[src/evpa_pkg.sv]
// Constants shared by the exception arbiter and its vector address unit
package evpa_pkg;
    // ********************************************************
    // Sizes
    // ********************************************************
    localparam int NUM_LINES = 30;
    localparam int NUM_EXC   = 46;
    localparam int EXC_W     = 6;
    localparam int PRIO_W    = 3;
    localparam int GRP_W     = 4;
    localparam int KEY_W     = GRP_W + PRIO_W;
    localparam int SPLIT_W   = 2;
    localparam int NUM_PRIO_WORDS = 12;
    // ********************************************************
    // Exception numbers
    // ********************************************************
    localparam logic [EXC_W-1:0] EXC_RESET = 6'h01;
    localparam logic [EXC_W-1:0] EXC_NMI   = 6'h02;
    localparam logic [EXC_W-1:0] EXC_HARD  = 6'h03;
    localparam logic [EXC_W-1:0] EXC_LINE0 = 6'h10;
    // Programmable: 4,5,6,11,12,14,15 and lines 16..45
    localparam logic [NUM_EXC-1:0] PROG_MASK =
        46'h3FFF_FFFF_D870;
    // Sources that hardware may raise (no reset, no reserved)
    localparam logic [NUM_EXC-1:0] REQ_MASK  =
        46'h3FFF_FFFF_D87C;
    // ********************************************************
    // Priority keys: fixed levels -3,-2,-1 map below all others
    // ********************************************************
    localparam logic [GRP_W-1:0] GRP_RESET   = 4'h0;
    localparam logic [GRP_W-1:0] GRP_NMI     = 4'h1;
    localparam logic [GRP_W-1:0] GRP_HARD    = 4'h2;
    localparam logic [GRP_W-1:0] GRP_PROG    = 4'h3;
    localparam logic [PRIO_W-1:0] PRIO_RESET = 3'h0;
    localparam logic [SPLIT_W-1:0] SPLIT_RESET = 2'h0;
    // ********************************************************
    // Table relocation
    // ********************************************************
    localparam logic [31:0] TBR_RESET = 32'h0000_0000;
    localparam logic [31:0] TBR_MIN   = 32'h0000_0100;
    localparam logic [31:0] TBR_MAX   = 32'h3FFF_FF00;
    localparam logic [31:0] TBR_ALIGN = 32'hFFFF_FF00;
    // ********************************************************
    // Register offsets
    // ********************************************************
    localparam logic [7:0] OFF_TBR    = 8'h00;
    localparam logic [7:0] OFF_SPLIT  = 8'h04;
    localparam logic [7:0] OFF_SWPEND = 8'h08;
    localparam logic [7:0] OFF_STATUS = 8'h0C;
    localparam logic [7:0] OFF_PEND_L = 8'h10;
    localparam logic [7:0] OFF_PEND_H = 8'h14;
    localparam logic [7:0] OFF_ACT_L  = 8'h18;
    localparam logic [7:0] OFF_ACT_H  = 8'h1C;
    localparam logic [7:0] OFF_PRIO   = 8'h40;
    localparam logic [7:0] OFF_PRIO_END = 8'h6C;
    localparam logic [1:0] HTRANS_NONSEQ = 2'h2;
    localparam int HPROT_PRIV = 1;
endpackage : evpa_pkg

[src/evpa_vec_addr.sv]
// Vector table address unit: handler and stack pointer word addresses
`timescale 1ns/1ps
module evpa_vec_addr (
    // Clock and reset
    input  wire logic                        clk_i,
    input  wire logic                        rstn_i,
    // Table base and selected exception
    input  wire logic [31:0]                 base_i,
    input  wire logic [evpa_pkg::EXC_W-1:0]  num_i,
    // Addresses
    output logic      [31:0]                 vec_addr_o,
    output logic      [31:0]                 sp_addr_o
);
    import evpa_pkg::*;

    logic [31:0] vec_d;

    always_comb begin
        vec_d = base_i + {24'h00_0000, num_i, 2'b00};
    end

    always_ff @(posedge clk_i) begin
        if (!rstn_i) begin
            vec_addr_o <= TBR_RESET;
            sp_addr_o  <= TBR_RESET;
        end else begin
            vec_addr_o <= vec_d;
            sp_addr_o  <= base_i;
        end
    end
endmodule : evpa_vec_addr

[src/evpa_top.sv]
// Exception arbiter with priority grouping and relocatable vector table
`timescale 1ns/1ps
module evpa_top (
    // Clock and reset
    input  wire logic                          clk_i,
    input  wire logic                          rstn_i,
    // AHB-Lite slave
    input  wire logic                          hsel_i,
    input  wire logic [31:0]                   haddr_i,
    input  wire logic [1:0]                    htrans_i,
    input  wire logic                          hwrite_i,
    input  wire logic [2:0]                    hsize_i,
    input  wire logic [3:0]                    hprot_i,
    input  wire logic [31:0]                   hwdata_i,
    input  wire logic                          hready_i,
    output logic                               hreadyout_o,
    output logic                               hresp_o,
    output logic      [31:0]                   hrdata_o,
    // Exception sources
    input  wire logic [evpa_pkg::NUM_LINES-1:0] irq_i,
    input  wire logic [15:0]                   sys_req_i,
    // Core side
    output logic                               take_req_o,
    output logic      [evpa_pkg::EXC_W-1:0]    take_num_o,
    output logic      [31:0]                   vec_addr_o,
    output logic      [31:0]                   sp_addr_o,
    input  wire logic                          core_ack_i,
    input  wire logic                          core_ret_i
);
    import evpa_pkg::*;

    // ********************************************************
    // Priority key of one exception
    // ********************************************************
    function automatic logic [KEY_W-1:0] prio_key(
        input logic [EXC_W-1:0]   num,
        input logic [PRIO_W-1:0]  p,
        input logic [SPLIT_W-1:0] split
    );
        logic [PRIO_W-1:0] smask;
        logic [GRP_W-1:0]  grp;
        smask = PRIO_W'((4'h1 << split) - 4'h1);
        grp   = GRP_PROG + GRP_W'(p >> split);
        case (num)
            EXC_RESET: prio_key = {GRP_RESET, PRIO_RESET};
            EXC_NMI:   prio_key = {GRP_NMI, PRIO_RESET};
            EXC_HARD:  prio_key = {GRP_HARD, PRIO_RESET};
            default:   prio_key = {grp, p & smask};
        endcase
    endfunction : prio_key

    // ********************************************************
    // Write strobe for one register offset
    // ********************************************************
    function automatic logic wr_hit(
        input logic       en,
        input logic [7:0] at,
        input logic [7:0] off
    );
        wr_hit = en && at == off;
    endfunction : wr_hit

    // ********************************************************
    // State
    // ********************************************************
    logic [31:0]        base_q;
    logic [SPLIT_W-1:0] split_q;
    logic [PRIO_W-1:0]  prio_q [NUM_EXC];
    logic [NUM_EXC-1:0] pend_q;
    logic [NUM_EXC-1:0] pend_d;
    logic [NUM_EXC-1:0] act_q;
    logic [NUM_EXC-1:0] act_d;
    logic               take_q;
    logic [EXC_W-1:0]   take_num_q;

    // Bus address phase capture
    logic               wr_q;
    logic               priv_q;
    logic [7:0]         addr_q;
    logic [31:0]        rdata_q;
    logic               aph;
    logic [31:0]        rdata_d;

    // Arbitration results
    logic               win_valid;
    logic [EXC_W-1:0]   win_num;
    logic [KEY_W-1:0]   win_key;
    logic               run_valid;
    logic [EXC_W-1:0]   run_num;
    logic [KEY_W-1:0]   run_key;
    logic               take;
    logic [NUM_EXC-1:0] req_set;
    logic [NUM_EXC-1:0] sw_set;
    logic               wr_en;
    logic               base_ok;
    logic [31:0]        status_w;

    // ********************************************************
    // AHB-Lite slave
    // ********************************************************
    assign aph         = hsel_i && hready_i && htrans_i == HTRANS_NONSEQ;
    assign hreadyout_o = 1'b1;
    assign hresp_o     = 1'b0;
    assign hrdata_o    = rdata_q;
    assign wr_en       = wr_q;

    always_ff @(posedge clk_i) begin
        if (!rstn_i) begin
            wr_q   <= 1'b0;
            priv_q <= 1'b0;
        end else begin
            wr_q   <= aph && hwrite_i;
            priv_q <= hprot_i[HPROT_PRIV];
        end
    end

    // Address of the data phase that follows
    always_ff @(posedge clk_i) begin
        if (!rstn_i) begin
            addr_q <= OFF_TBR;
        end else if (aph) begin
            addr_q <= haddr_i[7:0];
        end
    end

    always_comb begin
        logic [7:0] idx;
        idx     = 8'h00;
        rdata_d = 32'h0000_0000;
        case (haddr_i[7:0])
            OFF_TBR:    rdata_d = base_q;
            OFF_SPLIT:  rdata_d = {30'h0000_0000, split_q};
            OFF_STATUS: rdata_d = status_w;
            OFF_PEND_L: rdata_d = pend_q[31:0];
            OFF_PEND_H: rdata_d = {18'h0_0000, pend_q[NUM_EXC-1:32]};
            OFF_ACT_L:  rdata_d = act_q[31:0];
            OFF_ACT_H:  rdata_d = {18'h0_0000, act_q[NUM_EXC-1:32]};
            default: begin
                if (haddr_i[7:0] >= OFF_PRIO &&
                    haddr_i[7:0] <= OFF_PRIO_END) begin
                    idx = haddr_i[7:0] - OFF_PRIO;
                    for (int k = 0; k < 4; k++) begin
                        if (int'(idx) + k < NUM_EXC) begin
                            rdata_d[8*k +: PRIO_W] =
                                prio_q[int'(idx) + k];
                        end
                    end
                end
            end
        endcase
    end

    always_ff @(posedge clk_i) begin
        if (!rstn_i) begin
            rdata_q <= 32'h0000_0000;
        end else if (aph && !hwrite_i) begin
            rdata_q <= rdata_d;
        end
    end

    // ********************************************************
    // Status word
    // ********************************************************
    always_comb begin
        status_w = {16'h0000, take_q, win_valid, win_num, 1'b0,
                    run_valid, run_num};
    end

    // ********************************************************
    // Table base and grouping split
    // ********************************************************
    // Out of range or unprivileged bases are dropped silently
    assign base_ok = priv_q && hwdata_i >= TBR_MIN &&
                     hwdata_i <= TBR_MAX;

    always_ff @(posedge clk_i) begin
        if (!rstn_i) begin
            base_q <= TBR_RESET;
        end else if (wr_hit(wr_en, addr_q, OFF_TBR) && base_ok) begin
            base_q <= hwdata_i & TBR_ALIGN;
        end
    end

    always_ff @(posedge clk_i) begin
        if (!rstn_i) begin
            split_q <= SPLIT_RESET;
        end else if (wr_hit(wr_en, addr_q, OFF_SPLIT)) begin
            split_q <= hwdata_i[SPLIT_W-1:0];
        end
    end

    // ********************************************************
    // Priority fields, four exceptions per word
    // ********************************************************
    genvar e;
    generate
        for (e = 0; e < NUM_EXC; e++) begin : g_prio
            localparam logic [7:0] WOFF = OFF_PRIO + 8'(e & ~3);
            localparam int         LANE = e % 4;
            always_ff @(posedge clk_i) begin
                if (!rstn_i) begin
                    prio_q[e] <= PRIO_RESET;
                end else if (PROG_MASK[e] &&
                             wr_hit(wr_en, addr_q, WOFF)) begin
                    prio_q[e] <= hwdata_i[8*LANE +: PRIO_W];
                end
            end
        end
    endgenerate

    // ********************************************************
    // Arbitration
    // ********************************************************
    always_comb begin
        logic [KEY_W-1:0] k;
        k         = '0;
        win_valid = 1'b0;
        win_num   = '0;
        win_key   = '1;
        run_valid = 1'b0;
        run_num   = '0;
        run_key   = '1;
        for (int i = 0; i < NUM_EXC; i++) begin
            k = prio_key(EXC_W'(i), prio_q[i], split_q);
            // Ascending scan, strict compare: lowest number wins ties
            if (pend_q[i] &&
                (!win_valid || k < win_key)) begin
                win_valid = 1'b1;
                win_num   = EXC_W'(i);
                win_key   = k;
            end
            if (act_q[i] && (!run_valid || k < run_key)) begin
                run_valid = 1'b1;
                run_num   = EXC_W'(i);
                run_key   = k;
            end
        end
        // Only a strictly smaller group preempts
        take = win_valid &&
               (!run_valid ||
                win_key[KEY_W-1 -: GRP_W] <
                run_key[KEY_W-1 -: GRP_W]);
    end

    // ********************************************************
    // Pending and active tracking
    // ********************************************************
    always_comb begin
        req_set = {irq_i, sys_req_i} & REQ_MASK;
        sw_set  = '0;
        if (wr_hit(wr_en, addr_q, OFF_SWPEND) &&
            hwdata_i[EXC_W-1:0] < EXC_W'(NUM_EXC)) begin
            sw_set[hwdata_i[EXC_W-1:0]] = 1'b1;
        end
        // Reserved numbers and reset cannot be pended by software
        sw_set = sw_set & REQ_MASK;
    end

    always_comb begin
        pend_d = pend_q;
        act_d  = act_q;
        if (core_ret_i && run_valid) begin
            act_d[run_num] = 1'b0;
        end
        if (core_ack_i && take_q) begin
            pend_d[take_num_q] = 1'b0;
            // Reset runs in thread mode, so it never blocks others
            if (take_num_q != EXC_RESET) begin
                act_d[take_num_q] = 1'b1;
            end
        end
        // A new request beats the clear in the same cycle
        pend_d = pend_d | req_set | sw_set;
    end

    always_ff @(posedge clk_i) begin
        if (!rstn_i) begin
            pend_q            <= '0;
            pend_q[EXC_RESET] <= 1'b1;
        end else begin
            pend_q <= pend_d;
        end
    end

    always_ff @(posedge clk_i) begin
        if (!rstn_i) begin
            act_q <= '0;
        end else begin
            act_q <= act_d;
        end
    end

    // ********************************************************
    // Core request
    // ********************************************************
    // An acknowledged offer drops for one cycle before the next
    always_ff @(posedge clk_i) begin
        if (!rstn_i) begin
            take_q <= 1'b0;
        end else begin
            take_q <= take && !core_ack_i;
        end
    end

    always_ff @(posedge clk_i) begin
        if (!rstn_i) begin
            take_num_q <= '0;
        end else begin
            take_num_q <= win_num;
        end
    end

    assign take_req_o = take_q;
    assign take_num_o = take_num_q;

    evpa_vec_addr u_vec (
        .clk_i      (clk_i),
        .rstn_i     (rstn_i),
        .base_i     (base_q),
        .num_i      (win_num),
        .vec_addr_o (vec_addr_o),
        .sp_addr_o  (sp_addr_o)
    );
endmodule : evpa_top

[config.mk]
export PLATFORM = sky130hd
export DESIGN_NAME = evpa_top
export DESIGN_NICKNAME = d
export VERILOG_FILES = /design/src/evpa_pkg.sv /design/src/evpa_vec_addr.sv /design/src/evpa_top.sv
export SDC_FILE = /design/constraint.sdc
export NUM_CORES = 2
export LEC_CHECK = 0
export BUFFER_PORTS_ARGS = -buffer_cell sky130_fd_sc_hd__buf_4
export CAP_MARGIN = 5
export CORE_ASPECT_RATIO = 1.2
export CORE_MARGIN = 10
export CORE_UTILIZATION = 25
export DETAILED_ROUTE_END_ITERATION = 6
export PLACE_DENSITY = 0.35
export SKIP_LAST_GASP = 1
export SLEW_MARGIN = 20
export SYNTH_ARGS = -nofsm -noshare
export SYNTH_HDL_FRONTEND = slang
export SYNTH_SLANG_ARGS = --single-unit
[constraint.sdc]
create_clock -name clk_i -period 90 [get_ports clk_i]
set_clock_uncertainty 0.15 [all_clocks]
set_input_delay 4.5 -clock clk_i [delete_from_list [all_inputs] [get_ports clk_i]]
set_output_delay 4.5 -clock clk_i [all_outputs]
set_load 0.05 [all_outputs]
==> impl_metrics.json <==
{
  "cp_max_fo": 48,
  "drt-wirelength-per-cell_um": 27.6,
  "p_sw_uw": 921,
  "critPathKind": "flop to flop",
  "slowest_delay_ns": 0.81,
  "cp.required_ns": 90.32,
  "wirelength_um": 214000,
  "area_delta_synth_final_pct": 11.5,
  "synthArstFlopShare_pct": 0,
  "tightest_slew_ns": 1.12,
  "dp_slack_ns": 5.14,
  "leakagePower_nw": 20.5,
  "post-place-cells": 7683,
  "grt_pass1_vias": 41676,
  "clock-sinks": 302,
  "die_x_um": 397,
  "endpoint_kind": "flop",
  "worst_slack_ns": 6.15,
  "cp-start-kind": "flop",
  "postCtsHoldBufs": 0,
  "finalPower_mw": 1.69,
  "fin_hold_ws_ns": 0.315,
  "initial_core_util_pct": 25.1,
  "synth_edf_count": 111,
  "synth_compound_area_share_pct": 25.7,
  "hpwl_um": 175000,
  "path_clk_slew_ns": 0.06,
  "final.period_utilization_pct": 93.2,
  "grt_pass1_wl_um": 304000,
  "pwr-share-seq_pct": 9.7,
  "gr-total-overflow": 0,
  "yosys.area_share.xor_xnor_pct": 1.03,
  "root_buffer": "clkbuf_16",
  "rows": 166,
  "r2r-start": "split_q[1]",
  "p_per_area_mw_per_mm2": 35.5,
  "port_buffers": 181,
  "syn_inst": 5461,
  "antenna_found_initial": 22,
  "synth.yosys.warnings": 0,
  "p_clk_share_pct": 8.8,
  "final_cell_mix": "nand2_1 (571), nor2_1 (512), ha_1 (443)",
  "finish.net_count": 6029,
  "comb_power_share_pct": 81.6,
  "clk_path_buf_depth": 3,
  "swShare_pct": 54.5,
  "cts_tree": "done",
  "grt_max_degree": 78,
  "synth_top_area_share_pct": 13.0,
  "fin_area_mm2": 0.0476,
  "seq_area_frac_synth_pct": 16.8,
  "internal-power_uw": 770,
  "rsz0062_at_grt": "no",
  "coreArea_mm2": 0.170,
  "grt.total_usage_pct": 21.7,
  "hold_violations": 0,
  "tns_ns": 0,
  "hold_class": "flop to flop",
  "vias": 42904,
  "synth_top_area_cell": "ha_1",
  "cts_max_level": 2,
  "final_cells": 7760,
  "drtAntennaViolNets": 0,
  "crit_path_top_delay_cell": "o211ai_1",
  "synth_top_family_by_area": "compound AO/OA/AOI/OAI gates",
  "yosys-mux-area-fraction_pct": 14.8,
  "maxSlewHeadroom_pct": 24.7,
  "dr.pass1.iters": 6,
  "yosys.area_share.adder_pct": 13.2,
  "final_util_pct": 28.0,
  "synth.avg_cell_area_um2": 7.81,
  "place_area_mm2": 0.0463,
  "hp-start": "hrdata_o[7]",
  "netlist-cell-type-count": 129,
  "place.gp.congestion": 0.898,
  "die_y_um": 473,
  "ys_top_cells_by_area": "ha_1 (13%), dfxtp_1 (9.0%), edfxtp_1 (7.8%)",
  "setup_violations": 0,
  "maxCapViolCount": 0,
  "synthFlopType": "dfxtp_1",
  "avgViaCountPerCell": 5.53,
  "synth_seq_cells": 302,
  "status": "finished clean",
  "period_needed_ns": 83.85,
  "slew_viol_final": 0,
  "cp-startpoint": "split_q[1]",
  "ios": 231,
  "final_layout_size_suffix_gt1_share_pct": 14.9,
  "arrival_ns": 84.17,
  "cts_inserted_buffers": 36,
  "final_common_cell": "nand2_1",
  "syn_area_mm2": 0.0427,
  "path_common_cell": "a21o_1",
  "post-route-drc-count": 0,
  "synthSimpleGateAreaFrac_pct": 22.8,
  "nFillCells": 18569,
  "drt-initial-drc-count": 3449,
  "clk-insertion-delay-late_ns": 0.58,
  "ir_worst_vdd_v": 0.0000364,
  "fmax_mhz": 11.9,
  "die_area_mm2": 0.188
}
-- metal layers --
layer | part of all wire [%] | wire length (um) | global-route usage [%]
met5 | 0.025 | 53 | 0
met3 | 4.2 | 9030 | 1.84
met2 | 50 | 107000 | 39.0
met4 | 3.2 | 6840 | 5.95
met1 | 43 | 91400 | 27.5
-- cells by family (layout without fill, tap and decap cells) --
family          count (synthesis)  count (layout)
mux                           468             468
flops                         302             302
fa+ha+maj                     452             452
compound gates               1638            1638
other cells                     2              19
buf+inv                       583             597
simple gates                 1966            1966
xor+xnor                       50              50
-- critical path: cells and delay by family, from the launching register on --
| family | cells | cell delay [ns] |
|---|---|---|
| AND/OR/NAND/NOR | 69 | 14.71 |
| adder cells (fa/ha/maj) | 41 | 12.83 |
| buffers and inverters | 20 | 3.99 |
| XOR/XNOR | 1 | 0.54 |
| AO/OA/AOI/OAI | 179 | 41.28 |
| multiplexers | 24 | 9.28 |
| flip-flops | 1 | 0.75 |
-- worst paths after layout --
check                      to  slack (ns)  cells past startpoint
setup / recovery   take_req_o        6.15                    334
hold / removal    hrdata_o[7]        0.31                      2
hold reg to reg   hrdata_o[7]        0.31                      2
setup reg to reg   take_req_o        6.15                    334
-- what timing repair did --
item	CTS	global route
setup buffers	0	4
endpoints found under the setup margin	0	57
gates resized for setup	0	7
-- power groups by stage --
stage          Combinational, mW  Clock (mW)  Sequential (mW)
6_report                    1.38       0.148            0.164
5_1_grt                     1.54       0.155            0.164
4_1_cts                     1.38       0.150            0.164
3_5_place_dp                1.37           0            0.166
3_3_place_gp                1.36           0            0.166
2_1_floorplan              0.968           0            0.160
-- cell usage after synthesis (46+ instances only) --
cell and n:
nand2b_1 50, a21oi_1 420, a21o_1 150, edfxtp_1 111, buf_4 46, nand4_1 78
clkbuf_1 227, or2_2 81, a31oi_1 53, nor2_1 513, o21ai_0 354, nand2_1 571
and3_1 63, ha_1 444, nor2b_1 58, dfxtp_1 191, o211ai_1 60, inv_1 244
and2_1 197, a221oi_1 59, mux2_2 157, a311oi_1 54, mux4_2 114, mux2i_1 194
o21a_1 64, nand3_1 73, nor3_1 93
-- flip-flops by register name, indices dropped and copies added (netlist names) --
name	count
act_q	46
wr_en	1
hrdata_o	32
prio_q	111
pend_q	46
priv_q	1
u_vec.sp_addr_o	23
u_vec.vec_addr_o	2
take_req_o	1
take_num_o	5
addr_q	8
split_q	2
base_q	24
-- final cells by class --
class | count | area (um2) | area share (%)
multi-input combinational | 4586 | 33300 | 70.0
tap | 2268 | 2840 | 5.96
clock buffer | 49 | 1010 | 2.12
clock inverter | 15 | 118 | 0.247
sequential | 302 | 7160 | 15.1
antenna | 7 | 17.5 | 0.0368
timing repair buffer | 284 | 2180 | 4.58
inverter | 249 | 937 | 1.97
Power figures use the tool's default switching activity.
